===== config.mk =====
export PLATFORM = sky130hd
export DESIGN_NAME = strap_config_latch
export DESIGN_NICKNAME = d
export VERILOG_FILES = /design/src/strap_config_pkg.sv /design/src/strap_axi_regs.sv /design/src/strap_config_latch.sv /design/src/strap_pin_cell.sv
export SDC_FILE = /design/constraint.sdc
export NUM_CORES = 1
export LEC_CHECK = 0
export ABC_AREA = 1
export BUFFER_PORTS_ARGS = -buffer_cell sky130_fd_sc_hd__buf_4
export CAP_MARGIN = 5
export CORE_UTILIZATION = 29
export CTS_BUF_LIST = sky130_fd_sc_hd__clkbuf_16
export DETAILED_ROUTE_END_ITERATION = 16
export PLACE_DENSITY = 0.59
export SLEW_MARGIN = 5
export SYNTH_ARGS = -nofsm -noshare
export SYNTH_HDL_FRONTEND = slang
export SYNTH_SLANG_ARGS = --single-unit

===== constraint.sdc =====
create_clock -name clk -period 2.2 [get_ports clk]
set_clock_uncertainty 0.15 [all_clocks]
set_input_delay 0.66 -clock clk [delete_from_list [all_inputs] [get_ports clk]]
set_output_delay 0.66 -clock clk [all_outputs]
set_load 0.01 [all_outputs]

===== src/strap_config_pkg.sv =====
// Shared constants and types for the strap configuration latch
package strap_config_pkg;

  // ==========================================================================
  // Bus and register map
  // ==========================================================================
  localparam int DATA_W = 32;
  localparam int ADDR_W = 8;
  localparam logic [ADDR_W-1:0] OFF_STRAP_STATUS = 8'h00;
  localparam logic [ADDR_W-1:0] OFF_CLOCK_CTRL = 8'h04;
  localparam logic [1:0] RESP_OKAY = 2'h0;
  localparam logic [1:0] RESP_SLVERR = 2'h2;

  // ==========================================================================
  // Field layout of the status and clock control registers
  // ==========================================================================
  localparam int ADDR_LSB = 0;
  localparam int MODE_LSB = 8;
  localparam int CLKEN_BIT = 12;
  localparam int STYLE_BIT = 13;
  localparam int MODE_CLASS_LSB = 16;
  localparam int CLK_GATE_BIT = 0;

  // ==========================================================================
  // Straps and modes
  // ==========================================================================
  localparam int STATION_W = 5;
  localparam int ADDR_STRAP_W = 3;
  localparam int MODE_W = 4;
  localparam logic [1:0] ADDR_HIGH_BITS = 2'h0;
  localparam logic [MODE_W-1:0] MODE_GMII = 4'h1;
  localparam logic [MODE_W-1:0] MODE_NAND = 4'h4;
  localparam logic [MODE_W-1:0] MODE_POWER_DOWN = 4'h7;
  localparam logic CTRL_RESET = 1'h1;

  typedef enum logic [1:0] {
    CLASS_RESERVED,
    CLASS_GMII_MII,
    CLASS_NAND_TREE,
    CLASS_POWER_DOWN
  } mode_class_t;

  typedef enum logic [1:0] {
    LOAD_IDLE,
    LOAD_CAPTURE,
    LOAD_DONE
  } load_state_t;

  // ==========================================================================
  // Clock figures
  // ==========================================================================
  localparam int CLK_HZ = 20_000_000;
  localparam int REF_OUT_MHZ = 125;
  localparam int REF_IN_MHZ = 25;

  function automatic mode_class_t decode_mode(input logic [MODE_W-1:0] code);
    case (code)
      MODE_GMII: decode_mode = CLASS_GMII_MII;
      MODE_NAND: decode_mode = CLASS_NAND_TREE;
      MODE_POWER_DOWN: decode_mode = CLASS_POWER_DOWN;
      default: decode_mode = CLASS_RESERVED;
    endcase
  endfunction

endpackage


===== src/strap_axi_regs.sv =====
// AXI4-Lite slave for the strap status and clock control registers
`timescale 1ns/1ns
module strap_axi_regs (
  input wire logic clk,
  input wire logic rst_b,
  input wire logic [strap_config_pkg::ADDR_W-1:0] awaddr,
  input wire logic awvalid,
  output logic awready,
  input wire logic [strap_config_pkg::DATA_W-1:0] wdata,
  input wire logic [3:0] wstrb,
  input wire logic wvalid,
  output logic wready,
  output logic [1:0] bresp,
  output logic bvalid,
  input wire logic bready,
  input wire logic [strap_config_pkg::ADDR_W-1:0] araddr,
  input wire logic arvalid,
  output logic arready,
  output logic [strap_config_pkg::DATA_W-1:0] rdata,
  output logic [1:0] rresp,
  output logic rvalid,
  input wire logic rready,
  input wire logic [strap_config_pkg::DATA_W-1:0] statusWord,
  output logic clockGate
);

  logic awHeld_q, awHeld_d, wHeld_q, wHeld_d, bvalid_q, bvalid_d, rvalid_q, rvalid_d;
  logic [strap_config_pkg::ADDR_W-1:0] awAddr_q, awAddr_d;
  logic [strap_config_pkg::DATA_W-1:0] wData_q, wData_d, rdata_q, rdata_d;
  logic wLane_q, wLane_d, gate_q, gate_d;
  logic [1:0] bresp_q, bresp_d, rresp_q, rresp_d;

  // ==========================================================================
  // Write and read channels
  // ==========================================================================
  always_comb begin
    awready = !awHeld_q && !bvalid_q;
    wready = !wHeld_q && !bvalid_q;
    arready = !rvalid_q;
    awHeld_d = awHeld_q;
    wHeld_d = wHeld_q;
    awAddr_d = awAddr_q;
    wData_d = wData_q;
    wLane_d = wLane_q;
    bvalid_d = bvalid_q;
    bresp_d = bresp_q;
    gate_d = gate_q;
    rvalid_d = rvalid_q;
    rdata_d = rdata_q;
    rresp_d = rresp_q;
    if (awvalid && awready) begin
      awHeld_d = 1'b1;
      awAddr_d = awaddr;
    end
    if (wvalid && wready) begin
      wHeld_d = 1'b1;
      wData_d = wdata;
      wLane_d = wstrb[0];
    end
    if (awHeld_q && wHeld_q) begin
      awHeld_d = 1'b0;
      wHeld_d = 1'b0;
      bvalid_d = 1'b1;
      bresp_d = strap_config_pkg::RESP_OKAY;
      if (awAddr_q == strap_config_pkg::OFF_CLOCK_CTRL) begin
        if (wLane_q) begin
          gate_d = wData_q[strap_config_pkg::CLK_GATE_BIT];
        end
      end else if (awAddr_q != strap_config_pkg::OFF_STRAP_STATUS) begin
        bresp_d = strap_config_pkg::RESP_SLVERR;
      end
    end
    if (bvalid_q && bready) begin
      bvalid_d = 1'b0;
    end
    if (arvalid && arready) begin
      rvalid_d = 1'b1;
      rresp_d = strap_config_pkg::RESP_OKAY;
      rdata_d = '0;
      if (araddr == strap_config_pkg::OFF_STRAP_STATUS) begin
        rdata_d = statusWord;
      end else if (araddr == strap_config_pkg::OFF_CLOCK_CTRL) begin
        rdata_d[strap_config_pkg::CLK_GATE_BIT] = gate_q;
      end else begin
        rresp_d = strap_config_pkg::RESP_SLVERR;
      end
    end else if (rvalid_q && rready) begin
      rvalid_d = 1'b0;
    end
  end

  always_ff @(posedge clk or negedge rst_b) begin
    if (!rst_b) begin
      awHeld_q <= 1'b0;
      wHeld_q <= 1'b0;
      awAddr_q <= '0;
      wData_q <= '0;
      wLane_q <= 1'b0;
      bvalid_q <= 1'b0;
      bresp_q <= strap_config_pkg::RESP_OKAY;
      gate_q <= strap_config_pkg::CTRL_RESET;
      rvalid_q <= 1'b0;
      rdata_q <= '0;
      rresp_q <= strap_config_pkg::RESP_OKAY;
    end else begin
      awHeld_q <= awHeld_d;
      wHeld_q <= wHeld_d;
      awAddr_q <= awAddr_d;
      wData_q <= wData_d;
      wLane_q <= wLane_d;
      bvalid_q <= bvalid_d;
      bresp_q <= bresp_d;
      gate_q <= gate_d;
      rvalid_q <= rvalid_d;
      rdata_q <= rdata_d;
      rresp_q <= rresp_d;
    end
  end

  assign bvalid = bvalid_q;
  assign bresp = bresp_q;
  assign rvalid = rvalid_q;
  assign rdata = rdata_q;
  assign rresp = rresp_q;
  assign clockGate = gate_q;

endmodule // strap_axi_regs


===== src/strap_config_latch.sv =====
// Reset-time strap capture, mode decode and reference clock output control
//
// Decided for this implementation: the register offsets and the AXI4-Lite register port.
`timescale 1ns/1ns

module strap_config_latch (
  input wire logic clk,
  input wire logic rst_b,
  input wire logic [strap_config_pkg::ADDR_STRAP_W-1:0] addrStrapIn,
  input wire logic [strap_config_pkg::MODE_W-1:0] modeStrapIn,
  input wire logic clockEnableStrapIn,
  input wire logic indicatorStrapIn,
  input wire logic ref125Clk,
  input wire logic txRefClk,
  input wire logic [strap_config_pkg::ADDR_STRAP_W-1:0] addrPinFunc,
  input wire logic [strap_config_pkg::MODE_W-1:0] modePinFunc,
  input wire logic clockEnablePinFunc,
  output logic [strap_config_pkg::ADDR_STRAP_W-1:0] addrPinOut,
  output logic [strap_config_pkg::ADDR_STRAP_W-1:0] addrPinOe,
  output logic [strap_config_pkg::ADDR_STRAP_W-1:0] addrPinPullUp,
  output logic [strap_config_pkg::MODE_W-1:0] modePinOut,
  output logic [strap_config_pkg::MODE_W-1:0] modePinOe,
  output logic [strap_config_pkg::MODE_W-1:0] modePinPullUp,
  output logic clockEnablePinOut,
  output logic clockEnablePinOe,
  output logic clockEnablePinPullUp,
  output logic ref_clock_out_pin,
  output logic ref_clock_out_pin_oe,
  output logic ref_clock_out_pin_pull_up,
  output logic txClkOut,
  output logic txClkOe,
  output logic [strap_config_pkg::STATION_W-1:0] station_address_strap,
  output logic [strap_config_pkg::MODE_W-1:0] modeStrap,
  output logic ref_clock_out_enable,
  output logic indicator_style_strap,
  output logic gmiiMiiMode,
  output logic nandTreeMode,
  output logic powerDownMode,
  output logic reservedMode,
  output logic configValid,
  input wire logic [strap_config_pkg::ADDR_W-1:0] awaddr,
  input wire logic awvalid,
  output logic awready,
  input wire logic [strap_config_pkg::DATA_W-1:0] wdata,
  input wire logic [3:0] wstrb,
  input wire logic wvalid,
  output logic wready,
  output logic [1:0] bresp,
  output logic bvalid,
  input wire logic bready,
  input wire logic [strap_config_pkg::ADDR_W-1:0] araddr,
  input wire logic arvalid,
  output logic arready,
  output logic [strap_config_pkg::DATA_W-1:0] rdata,
  output logic [1:0] rresp,
  output logic rvalid,
  input wire logic rready
);

  strap_config_pkg::load_state_t state_q, state_d;
  logic [strap_config_pkg::STATION_W-1:0] station_q, station_d;
  logic [strap_config_pkg::MODE_W-1:0] mode_q, mode_d;
  logic clkEn_q, clkEn_d, style_q, style_d;
  logic gmii_q, gmii_d, nand_q, nand_d, down_q, down_d, resv_q, resv_d;
  strap_config_pkg::mode_class_t modeClass;
  logic inReset;
  logic clockGate;
  logic [strap_config_pkg::DATA_W-1:0] statusWord;

  // ==========================================================================
  // Capture sequencer
  // ==========================================================================
  // The async reset only clears; the pin levels are taken by the second clocked
  // edge after release so no flop ever loads a port under reset.
  always_comb begin
    state_d = state_q;
    station_d = station_q;
    mode_d = mode_q;
    clkEn_d = clkEn_q;
    style_d = style_q;
    modeClass = strap_config_pkg::decode_mode(modeStrapIn);
    gmii_d = gmii_q;
    nand_d = nand_q;
    down_d = down_q;
    resv_d = resv_q;
    case (state_q)
      strap_config_pkg::LOAD_IDLE: begin
        state_d = strap_config_pkg::LOAD_CAPTURE;
      end
      strap_config_pkg::LOAD_CAPTURE: begin
        station_d = {strap_config_pkg::ADDR_HIGH_BITS, addrStrapIn};
        mode_d = modeStrapIn;
        clkEn_d = clockEnableStrapIn;
        style_d = indicatorStrapIn;
        gmii_d = (modeClass == strap_config_pkg::CLASS_GMII_MII);
        nand_d = (modeClass == strap_config_pkg::CLASS_NAND_TREE);
        down_d = (modeClass == strap_config_pkg::CLASS_POWER_DOWN);
        resv_d = (modeClass == strap_config_pkg::CLASS_RESERVED);
        state_d = strap_config_pkg::LOAD_DONE;
      end
      strap_config_pkg::LOAD_DONE: begin
        state_d = strap_config_pkg::LOAD_DONE;
      end
      default: begin
        state_d = strap_config_pkg::LOAD_IDLE;
      end
    endcase
  end

  always_ff @(posedge clk or negedge rst_b) begin
    if (!rst_b) begin
      state_q <= strap_config_pkg::LOAD_IDLE;
      station_q <= '0;
      mode_q <= '0;
      clkEn_q <= 1'b0;
      style_q <= 1'b0;
      gmii_q <= 1'b0;
      nand_q <= 1'b0;
      down_q <= 1'b0;
      resv_q <= 1'b0;
    end else begin
      state_q <= state_d;
      station_q <= station_d;
      mode_q <= mode_d;
      clkEn_q <= clkEn_d;
      style_q <= style_d;
      gmii_q <= gmii_d;
      nand_q <= nand_d;
      down_q <= down_d;
      resv_q <= resv_d;
    end
  end

  // Pins stay in strap mode until capture is complete, so the level sampled
  // is never our own drive.
  assign inReset = (state_q != strap_config_pkg::LOAD_DONE);

  // ==========================================================================
  // Shared pin cells
  // ==========================================================================
  genvar gi;
  generate
    for (gi = 0; gi < strap_config_pkg::ADDR_STRAP_W; gi++) begin : gAddrPin
      strap_pin_cell uAddr (
        .inReset(inReset),
        .funcOut(addrPinFunc[gi]),
        .funcEnable(1'b1),
        .padOut(addrPinOut[gi]),
        .padOe(addrPinOe[gi]),
        .pullUpOn(addrPinPullUp[gi])
      );
    end
    for (gi = 0; gi < strap_config_pkg::MODE_W; gi++) begin : gModePin
      strap_pin_cell uMode (
        .inReset(inReset),
        .funcOut(modePinFunc[gi]),
        .funcEnable(1'b1),
        .padOut(modePinOut[gi]),
        .padOe(modePinOe[gi]),
        .pullUpOn(modePinPullUp[gi])
      );
    end
  endgenerate

  strap_pin_cell uClkEnPin (
    .inReset(inReset),
    .funcOut(clockEnablePinFunc),
    .funcEnable(1'b1),
    .padOut(clockEnablePinOut),
    .padOe(clockEnablePinOe),
    .pullUpOn(clockEnablePinPullUp)
  );

  // Clock output only drives when enabled by strap and software; a disabled
  // output is released rather than held low.
  strap_pin_cell uRefClkPin (
    .inReset(inReset),
    .funcOut(ref125Clk),
    .funcEnable(clkEn_q && clockGate && !down_q),
    .padOut(ref_clock_out_pin),
    .padOe(ref_clock_out_pin_oe),
    .pullUpOn(ref_clock_out_pin_pull_up)
  );

  always_comb begin
    txClkOut = gmii_q ? txRefClk : 1'b0;
    txClkOe = gmii_q;
  end

  // ==========================================================================
  // Register bus
  // ==========================================================================
  always_comb begin
    statusWord = '0;
    statusWord[strap_config_pkg::ADDR_LSB +: strap_config_pkg::STATION_W] = station_q;
    statusWord[strap_config_pkg::MODE_LSB +: strap_config_pkg::MODE_W] = mode_q;
    statusWord[strap_config_pkg::CLKEN_BIT] = clkEn_q;
    statusWord[strap_config_pkg::STYLE_BIT] = style_q;
    statusWord[strap_config_pkg::MODE_CLASS_LSB +: 4] = {resv_q, down_q, nand_q, gmii_q};
  end

  strap_axi_regs uRegs (
    .clk(clk),
    .rst_b(rst_b),
    .awaddr(awaddr),
    .awvalid(awvalid),
    .awready(awready),
    .wdata(wdata),
    .wstrb(wstrb),
    .wvalid(wvalid),
    .wready(wready),
    .bresp(bresp),
    .bvalid(bvalid),
    .bready(bready),
    .araddr(araddr),
    .arvalid(arvalid),
    .arready(arready),
    .rdata(rdata),
    .rresp(rresp),
    .rvalid(rvalid),
    .rready(rready),
    .statusWord(statusWord),
    .clockGate(clockGate)
  );

  assign station_address_strap = station_q;
  assign modeStrap = mode_q;
  assign ref_clock_out_enable = clkEn_q;
  assign indicator_style_strap = style_q;
  assign gmiiMiiMode = gmii_q;
  assign nandTreeMode = nand_q;
  assign powerDownMode = down_q;
  assign reservedMode = resv_q;
  assign configValid = !inReset;
endmodule // strap_config_latch


===== src/strap_pin_cell.sv =====
// One shared strap pin: input with pull-up during reset, output afterwards while funcEnable is high
`timescale 1ns/1ns
module strap_pin_cell (
  input wire logic inReset,
  input wire logic funcOut,
  input wire logic funcEnable,
  output logic padOut,
  output logic padOe,
  output logic pullUpOn
);

  // ==========================================================================
  // Direction control
  // ==========================================================================
  always_comb begin
    pullUpOn = inReset;
    padOe = !inReset && funcEnable;
    padOut = inReset ? 1'b0 : funcOut;
  end

endmodule // strap_pin_cell

== Yosys cells after proc, flatten, opt, wreduce, memory -nomap -nowiden ==
Cells that the tools add are included.
Storage, ports and cells
  bits in registers: 66
  latch bits: 0
  memory bits (writable): 0
  ROM bits: 0
  input bits: 78
  output and inout port bits: 86
  logic and storage cells: 85
  memories kept: 0
Operators by class
  $add $sub $neg: 0
  multipliers: 0
  divide/modulo/power cells: 0
  magnitude comparators: 0
  equality and inequality tests: 11
  shift-type cells: 0
  multiplexer cells: 27
  bitwise gates (word level): 0
  reductions and logical operators: 27
Operators by type and width (number)
  $mux 1: 20
  $mux 19: 1
  $eq 8x3->1 const B: 2
  $logic_and 1x1->1: 11
  $eq 4x3->1 const B: 2
  $logic_not 8->1: 1
  $mux 2: 4
  $reduce_bool 2->1: 4
  $reduce_bool 8->1: 1
  $eq 2x2->1 const B: 3
  $logic_not 1->1: 6
  $pmux 2 s3: 1
  $eq 2x1->1 const B: 2
  $eq 4x1->1 const B: 1
  $logic_not 2->1: 2
  $pmux 2 s2: 1
  $reduce_and 3->1: 1
  $ne 2x2->1 const B: 1
  $reduce_or 2->1: 1

== Longest topological paths before layout ==
Gate-level depths: netlist (run 1).
  word-level depth: 5
  gate-level depth with buffers: 8
  gate-level depth less buffers: 8

== Hierarchy ==
Synthesis (run 1) repeated with hierarchy kept, for this count alone.
Unflattened totals
  cell total of the unflattened synthesis: 351
  area, all modules: 2966.6 um^2
By module, submodules not included
  strap_axi_regs: times used 1, cells each 225, area an instance 2062.0 um^2
  strap_config_latch: times used 1, cells each 81, area an instance 701.9 um^2
  strap_pin_cell: times used 9, cells each 5, area an instance 22.5 um^2

== Least setup slack after synthesis (run 1) ==
No wires, ideal clock.
  path kind: reg-to-output
  start: reg state_q[0]
  end: out ref_clock_out_pin_oe
  arrival time: 1.642 ns
  data required time: 1.390 ns
  path slack: -0.252 ns
  stages on the path, launching flop included: 6
  cell sequence: dfrtp_1 inv_1 ha_1 buf_2 inv_1 nor4_1
On the way
  cells in the longest elaborated chain, start to end: 3
Ends and longest elaborated chain
  from (decl): line strap_config_latch.sv:60  | strap_config_pkg::load_state_t state_q, state_d;
  from (signal assigned): line strap_config_latch.sv:112  | state_q <= strap_config_pkg::LOAD_IDLE;
  from (signal assigned): line strap_config_latch.sv:122  | state_q <= state_d;
  $ne 2x2->1: line strap_config_latch.sv:136  | assign inReset = (state_q != strap_config_pkg::LOAD_DONE);
  $logic_not 1->1
  named net clockEnablePinOe: line strap_config_latch.sv:25  | output logic clockEnablePinOe,
  $logic_and 1x1->1: line strap_pin_cell.sv:17  | padOe = !inReset && funcEnable;
  to (decl): line strap_config_latch.sv:28  | output logic ref_clock_out_pin_oe,
The timed path passes the listed nets, and every way through them passes these cells.

== Worst setup path in the final report (run 1) ==
  start: reg state_q[0]
  end: out modePinPullUp[1] in the netlist's numbering
On the way
  cells in the longest elaborated chain, start to end: 1
Ends and longest elaborated chain
  $ne 2x2->1: line strap_config_latch.sv:136
  to (decl): line strap_config_latch.sv:23  | output logic [strap_config_pkg::MODE_W-1:0] modePinPullUp,
No other way between the ends.

==> results.toml, run 1 <==
[critical_path]
crit_path_start_kind = "flop"
critPathTopFamily = "buffers and inverters"
r2r-end = "gmiiMiiMode"
r2r-start = "state_q[0]"
worstPathRequired_ns = 1.39
crit_fanout = 9
slowest_stage = "dfrtp_1"
cp-end-kind = "output pin"
worstPathArrival_ns = 1.30
crit_buf_inv = 4
cp_slowest_stage_delay_ns = 0.38
reg2reg_slack_ns = 0.46
critical_path_class = "flop to output pin"
crit_top_cell = "buf_4"
reg2reg_depth = 4
crit_chain = "inv_2 -> ha_4 -> clkinvlp_4 -> buf_4 -> buf_4"

[final_layout]
nets = 434
drive_gt1_share_pct = 39.27
area_growth_pct = 36.83
final_common_cell = "buf_4"
fill_cells = 816
seq_area_um2 = 1127
num_antenna_cells = 0
final_cell_area_um2 = 3212
multi_input_area_um2 = 843.3
final_cell_mix = "buf_4 (111), nand2_1 (75), dfrtp_1 (44)"

[min_path]
hp-class = "input port to asynchronous set/reset pin"

[placement]
post_dp_cell_area_um2 = 3025
dp_hpwl_um = 3957
place_congestion = 0.7179
port_buffers = 106

[status]
status = "finished clean"

[grt]
antenna_found_initial = 0
use_met1_pct = 16.46
grt_first_pass_wirelength_um = 8349
grt_use_total_pct = 12.69
grt_pass1_vias = 1729
grt.met3_usage_pct = 3.151
grt.busiest_layer = "met2"
use_met2_pct = 20.96
grt-ovfl-total = 0
grt_start_max_net_pins = 46

[route]
wirelength_um = 5212
drc = 0
drtIter0Drc = 42
wl_per_cell_um = 11.43
ant_nets = 0
drtPass1Iterations = 4
viasPerCell = 4.101
vias = 1870

[timing]
post-route-period-util_pct = 95.91
slew_headroom_pct = 62.61
tns_ns = 0
period_minus_slack_ns = 2.110
slew_viol_final = 0
hold_viol_final = 0
max_freq_mhz = 473.9
rsz0062_at_grt = "false"
setup-violations-final = 0
worstMarginPinSlew_ns = 0.5608

[power]
netSwitchingFraction_pct = 27.21
power-per-cell-area_nw_per_um2 = 791.9
p_switching_mw = 0.6920
ir_drop_uv = 321.2
clock_power_share_pct = 32.8
p_int_mw = 1.851
power_leakage_nw = 1.817
p_comb_share_pct = 24.2
p_seq_share_pct = 43.0

[die]
core.rowCount = 32
coreArea_um2 = 7767
start_util_pct = 30.22
num_io_pins = 164
fp.dieW_um = 91.97
die_area_um2 = 8458
chipHeight_um = 91.97

[yosys]
ys_warn_count = 0
ys_seq_area_share_pct = 48.03
ys_seq_elements = 45
syn_inst = 265
syn_area_um2 = 2347
syn_avg_cell_area_um2 = 8.858
yosysUniqueCellTypes = 23

[clock_network]
cts_htree_levels = 2
insertion_delay_ns = 0.28
cts_tree = "built"
hold_buffers = 0
cts_buffers = 5
clock_sinks = 45
clockBufferDepth = 2
root_buffer = "clkbuf_16"
clk_transition_reported_paths_ns = 0.06

[flow_run]
drv_cap = 0
-- power by group through the flow --
| stage | registers [mW] | logic (mW) | clock network [mW] |
|---|---|---|---|
| after floorplan | 1.10 | 0.408 | 0 |
| after global placement | 1.10 | 0.611 | 0 |
| after detailed placement | 1.11 | 0.623 | 0 |
| after CTS | 1.09 | 0.626 | 0.860 |
| after global routing | 1.11 | 0.679 | 0.897 |
| final | 1.09 | 0.614 | 0.834 |
-- stage by stage --
stage | setup slack, ns | power (mW) | std cells | hold WS, ns | util (%)
final | 0.09003 | 2.543 | 456 | 0.2248 | 41.35
after floorplan | 0.01839 | 1.507 | 287 | 0.2144 | -
after global placement | 0.2732 | 1.712 | 446 | 0.3188 | 38.95
after detailed placement | 0.2428 | 1.733 | 446 | 0.3234 | 38.95
after global routing | 0.007503 | 2.689 | 456 | 0.2671 | 41.35
after CTS | 0.02417 | 2.581 | 456 | 0.2455 | 41.30
-- final cells by class --
cell class | instances | area share (%)
Clock inverter | 3 | 1.325
Timing Repair Buffer | 112 | 26.30
Clock buffer | 5 | 3.896
Inverter | 26 | 3.155
Sequential cell | 45 | 35.10
Tap cell | 102 | 3.973
Multi-Input combinational cell | 163 | 26.26
-- synthesized netlist by cell type --
library cell / instances / area (µm²)
inv_1: 26 / 97.59
ha_1: 3 / 37.54
a21oi_1: 2 / 10.01
buf_6: 1 / 11.26
nor2_1: 12 / 45.04
buf_2: 2 / 10.01
nand2_4: 1 / 11.26
nand2_2: 1 / 6.260
clkbuf_1: 2 / 7.510
dfstp_2: 1 / 26.28
o21ai_0: 15 / 75.07
mux2_2: 2 / 22.52
mux2_4: 7 / 105.1
buf_4: 48 / 360.4
nand2_1: 75 / 281.5
nand3_1: 15 / 75.07
nor2_4: 3 / 33.78
nor2_2: 1 / 6.260
a211oi_1: 1 / 7.510
conb_1: 1 / 3.750
dfrtp_1: 44 / 1101
nand4_1: 1 / 6.260
nor4_1: 1 / 6.260
-- registers in the layout, indices dropped and copies added (netlist names), 2 cells and up --
| name | cells |
|---|---|
| uRegs.rdata | 13 |
| uRegs.awAddr_q | 8 |
| modeStrap | 4 |
| station_address_strap | 3 |
| state_q | 2 |
-- worst max-delay path by stage --
stage	depth (start not counted)	to	startpoint
after floorplan	5	ref_clock_out_pin_oe	state_q[0]
after global placement	5	ref_clock_out_pin_oe	state_q[0]
after detailed placement	5	ref_clock_out_pin_oe	state_q[0]
after CTS	6	addrPinOut[0]	state_q[0]
after global routing	6	ref_clock_out_pin	state_q[0]
final	5	modePinPullUp[1]	state_q[0]
-- cell families (layout without fill, tap and decap cells) --
logic type      Yosys count  after routing  synth area share (%)
flops                    45             45                 48.03
buf+inv                  79            146                 20.74
fa+ha+maj                 3              3                 1.599
mux                       9              9                 5.437
compound gates           18             18                 3.945
other cells               1             23                0.1598
simple gates            110            110                 20.10
-- repair_timing --
item,4_1_cts,5_1_grt
resized for setup,1,1
endpoints found under the setup margin,7,8
buffers inserted,2,0
hold endpoints to repair,0,0
pin swaps,1,0
-- metal layers --
layer / vias up / routed length [µm]
met5: - / 0
met4: 0 / 42
met3: 2 / 387
met2: 86 / 2452
met1: 855 / 2330
li1: 927 / -
Note: power is estimated with default switching activity, not from simulation.
==> run 2: changes to the inputs <==
- BUFFER_PORTS_ARGS: -buffer_cell sky130_fd_sc_hd__buf_4 -> -buffer_cell sky130_fd_sc_hd__buf_2
- CTS_BUF_LIST: sky130_fd_sc_hd__clkbuf_16 -> not set
- RECOVER_POWER: not set -> 50
==> run 2 against run 1 <==
  * Non-clock buffer count rose by 1
  * Clock-buffer cell count rose by 1
  * Final area fell by 12%
==> results.toml, run 2 (same netlist as run 1, synthesis figures left out) <==
[status]
status = "finished clean"

[die]
fp.dieW_um = 91.97
die_area_um2 = 8458
core.rowCount = 32
chipHeight_um = 91.97
num_io_pins = 164
coreArea_um2 = 7767
start_util_pct = 30.22

[placement]
port_buffers = 106
dp_hpwl_um = 3901
place_congestion = 0.7410
post_dp_cell_area_um2 = 2780
post-place-cells = 447
place_ws_ns = 0.2495

[power]
report.power.total_mw = 2.042
power_leakage_nw = 1.658
ir_drop_uv = 249.5
power-per-cell-area_nw_per_um2 = 720.6
netSwitchingFraction_pct = 31.15
p_comb_share_pct = 22.8
p_seq_share_pct = 52.3
p_switching_mw = 0.6360
p_int_mw = 1.406
clock_power_share_pct = 25.0

[timing]
setup-violations-final = 0
period_minus_slack_ns = 2.121
post-route-period-util_pct = 96.41
max_freq_mhz = 471.5
worstMarginPinSlew_ns = 1.247
hold_viol_final = 0
tns_ns = 0
whs_ns = 0.3271
slew_viol_final = 0
rsz0062_at_grt = "false"
slew_headroom_pct = 16.86
fin_ws_ns = 0.07889

[clock_network]
insertion_delay_ns = 0.29
cts_htree_levels = 2
clk_transition_reported_paths_ns = 0.08
hold_buffers = 0
cts_tree = "built"
cts_buffers = 5
root_buffer = "clkbuf_8"
clock_sinks = 45
clockBufferDepth = 2

[critical_path]
crit_path_start_kind = "flop"
critPathTopFamily = "buffers and inverters"
worstPathRequired_ns = 1.39
worstPathArrival_ns = 1.31
crit_cells = 5
critical_path_class = "flop to output pin"
startpoint = "state_q[0]"
r2r-end = "powerDownMode"
r2r-start = "state_q[0]"
crit_chain = "inv_2 -> ha_4 -> clkinvlp_4 -> buf_4 -> buf_2"
cp-end-kind = "output pin"
crit_path_end = "modePinPullUp[1]"
crit_fanout = 9
crit_buf_inv = 4
reg2reg_slack_ns = 0.45
cp_slowest_stage_delay_ns = 0.40
slowest_stage = "dfrtp_1"
reg2reg_depth = 4

[grt]
grt_start_max_net_pins = 26
use_met1_pct = 16.56
grt.met3_usage_pct = 2.239
grt_first_pass_wirelength_um = 8259
grt_pass1_vias = 1684
grt_use_total_pct = 12.66
grt.busiest_layer = "met2"
use_met2_pct = 21.27
antenna_found_initial = 0
grt-ovfl-total = 0

[route]
drtPass1Iterations = 4
vias = 1828
drtIter0Drc = 54
viasPerCell = 4.000
wirelength_um = 5124
wl_per_cell_um = 11.21
ant_nets = 0
drc = 0

[min_path]
hp-class = "flop to flop"

[final_layout]
largest_register_ffs = 13
final_cell_mix = "buf_2 (105), nand2_1 (77), dfrtp_1 (44)"
utilization_pct = 36.49
layoutNonFillerInstCount = 457
area_growth_pct = 20.74
nets = 435
final_cell_area_um2 = 2834
final_common_cell = "buf_2"
drive_gt1_share_pct = 35.77
num_antenna_cells = 0

[flow_run]
drv_cap = 0
run 2: power groups by stage:
| stage | logic (mW) | clock network (mW) | registers, mW |
|---|---|---|---|
| floorplan | 0.408 | 0 | 1.10 |
| global placement | 0.556 | 0 | 1.10 |
| detailed placement | 0.569 | 0 | 1.10 |
| CTS | 0.569 | 0.535 | 1.09 |
| global route | 0.536 | 0.560 | 1.09 |
| finish | 0.465 | 0.510 | 1.07 |
run 2: worst min-delay path, stage by stage (launching register included):
cell and delay (ns):
dfrtp_1 0.34, nand2_1 0.05, nand2_1 0.05
run 2: what timing repair did:
item                                    in CTS  in global routing
gates resized for setup                      1                  2
pin swaps                                    2                  0
endpoints found under the setup margin      10                  9
setup buffers                                2                  0
run 2: final cells by class:
| cell class | instances | area (µm²) |
|---|---|---|
| fill | 838 | 4933 |
| sequential | 45 | 1127 |
| multi-input combinational | 163 | 792.0 |
| timing repair buffer | 113 | 598.1 |
| tap | 102 | 127.6 |
| inverter | 26 | 101.3 |
| clock buffer | 6 | 72.57 |
| clock inverter | 2 | 15.01 |
run 2: per-layer routing:
metal	vias to the layer above	part of all wire, %
met3	2	6.3
li1	922	-
met4	0	0.84
met1	818	47
met2	86	46
met5	-	0
run 2: how the worst min path moves through the flow:
stage	slack, ns	depth (start not counted)	startpoint	endpoint
after floorplan	0.21	0	rst_b	gmiiMiiMode
after global placement	0.31	2	uRegs.rdata[1]	uRegs.rdata[1]
after detailed placement	0.31	2	uRegs.rdata[2]	uRegs.rdata[2]
after CTS	0.19	1	rst_b	uRegs.rdata[2]
after global routing	0.37	2	uRegs.rdata[1]	uRegs.rdata[1]
final	0.33	2	uRegs.rdata[12]	uRegs.rdata[12]
==> run 3: changes to the inputs <==
- PLACE_DENSITY: 0.59 -> 0.68
==> run 3 against run 2 <==
  * Routed wire length increased by 1.1%
  * Clock power decreased by 2%
  * Critical path type unchanged
  * Final area about the same
  * Clock-buffer cell count increased by 1
  * First-iteration DRC count increased by 19%
  * Final cell count unchanged
  * Sequential cell count unchanged
  * Power decreased by 0.41%
  * Critical endpoint is now addrPinPullUp[1]
==> results.toml, run 3 (same netlist as run 1, synthesis figures left out) <==
[placement]
dp_hpwl_um = 3916
place_congestion = 0.7398
port_buffers = 106
place_ws_ns = 0.1262
post_dp_cell_area_um2 = 2780

[die]
core.rowCount = 32
start_util_pct = 30.22
chipHeight_um = 91.97
num_io_pins = 164
die_area_um2 = 8458
fp.dieW_um = 91.97
coreArea_um2 = 7767

[clock_network]
hold_buffers = 0
cts_tree = "built"
cts_buffers = 5
clock_sinks = 45
root_buffer = "clkbuf_8"
insertion_delay_ns = 0.29
clk_transition_reported_paths_ns = 0.08
clockBufferDepth = 2
cts_htree_levels = 2

[min_path]
hp-class = "flop to flop"

[final_layout]
largest_register_ffs = 13
num_antenna_cells = 0
drive_gt1_share_pct = 35.77
final_common_cell = "buf_2"
area_growth_pct = 20.68
fill_cells = 824
final_cell_mix = "buf_2 (105), nand2_1 (77), dfrtp_1 (44)"
nets = 436
final_cell_area_um2 = 2833

[grt]
grt-ovfl-total = 0
grt_start_max_net_pins = 26
grt_pass1_vias = 1682
grt_use_total_pct = 12.70
grt_first_pass_wirelength_um = 8286
antenna_found_initial = 0

[power]
p_comb_share_pct = 22.9
p_seq_share_pct = 52.5
power_leakage_nw = 1.664
p_switching_mw = 0.6019
clock_power_share_pct = 24.6
p_int_mw = 1.432
power-per-cell-area_nw_per_um2 = 717.9
netSwitchingFraction_pct = 29.60
ir_drop_uv = 251.0

[status]
status = "finished clean"

[timing]
hold_viol_final = 0
post-route-period-util_pct = 95.73
max_freq_mhz = 474.8
period_minus_slack_ns = 2.106
setup-violations-final = 0
slew_headroom_pct = 16.93
rsz0062_at_grt = "true"
fin_ws_ns = 0.09403
slew_viol_final = 0
worstMarginPinSlew_ns = 1.246
tns_ns = 0

[route]
viasPerCell = 4.028
ant_nets = 0
wl_per_cell_um = 11.34
vias = 1841
wirelength_um = 5182
drc = 0
drtPass1Iterations = 4
drtIter0Drc = 64

[critical_path]
worstPathArrival_ns = 1.30
cp-end-kind = "output pin"
crit_path_start_kind = "flop"
crit_fanout = 9
critical_path_class = "flop to output pin"
worstPathRequired_ns = 1.39

[flow_run]
drv_cap = 0
## run 3: cell types whose count changed in the layout (fill, tap and decap cells not counted), sizes merged
cell | previous run | this run
clkbuf | 9 | 10
buf | 110 | 111
clkinvlp | 3 | 1
## run 3: critical path, cell delays in order, from the launching register on
cell,delay (ns)
dfrtp_1,0.39
inv_2,0.08
ha_4,0.15
clkinvlp_4,0.09
buf_4,0.16
buf_2,0.14
## run 3: power by group through the flow
| stage | clock [mW] | combinational [mW] | sequential [mW] |
|---|---|---|---|
| 2_1_floorplan | 0 | 0.408 | 1.10 |
| 3_3_place_gp | 0 | 0.555 | 1.09 |
| 3_5_place_dp | 0 | 0.567 | 1.10 |
| 4_1_cts | 0.528 | 0.570 | 1.09 |
| 5_1_grt | 0.575 | 0.533 | 1.09 |
| 6_report | 0.500 | 0.467 | 1.07 |
## run 3: per-layer routing
layer / track usage (%) / routed length (µm) / share of wire (%) / up-vias
met5: 0 / 0 / 0 / -
met4: 3.646 / 42 / 0.81 / 0
met3: 3.814 / 304 / 5.9 / 2
met2: 20.65 / 2574 / 50 / 64
met1: 16.32 / 2261 / 44 / 850
li1: - / - / - / 925
## run 3: final timing paths
kind,end,cells after the start,slack [ns],from
worst min-delay path,uRegs.rdata[0],2,0.33,uRegs.rdata[0]
min in group asynchronous,uRegs.awHeld_q,1,0.47,rst_b
worst max register to register,nandTreeMode,4,0.59,state_q[0]
max in group asynchronous,uRegs.rresp[1],1,0.70,rst_b
worst min register to register,uRegs.rdata[0],2,0.33,uRegs.rdata[0]
worst max-delay path,addrPinPullUp[1],5,0.09,state_q[0]
## run 3: area by class of cell
cell class / count / area, µm² / share of cell area [%]
clock buffer: 7 / 86.33 / 3.048
inverter: 26 / 101.3 / 3.578
tap: 102 / 127.6 / 4.505
sequential: 45 / 1127 / 39.80
multi-input combinational: 163 / 792.0 / 27.96
timing repair buffer: 114 / 598.1 / 21.11
## run 3: through the flow
stage               power, mW  instances  hold slack (ns)  util, %
global placement        1.649        447           0.3106    35.79
CTS                     2.185        457           0.2013    37.19
finish                  2.034        457           0.3279    36.47
floorplan               1.507        287           0.2144        -
global route            2.195        457           0.3571    36.47
detailed placement      1.669        447           0.3111    35.79
## run 3: timing repair
item                                   in CTS  in global routing
pin swaps                                   2                  0
resized for setup                           1                  2
endpoints found under the hold margin       0                  0
setup endpoints to repair                  10                 10
buffers inserted                            3                  0
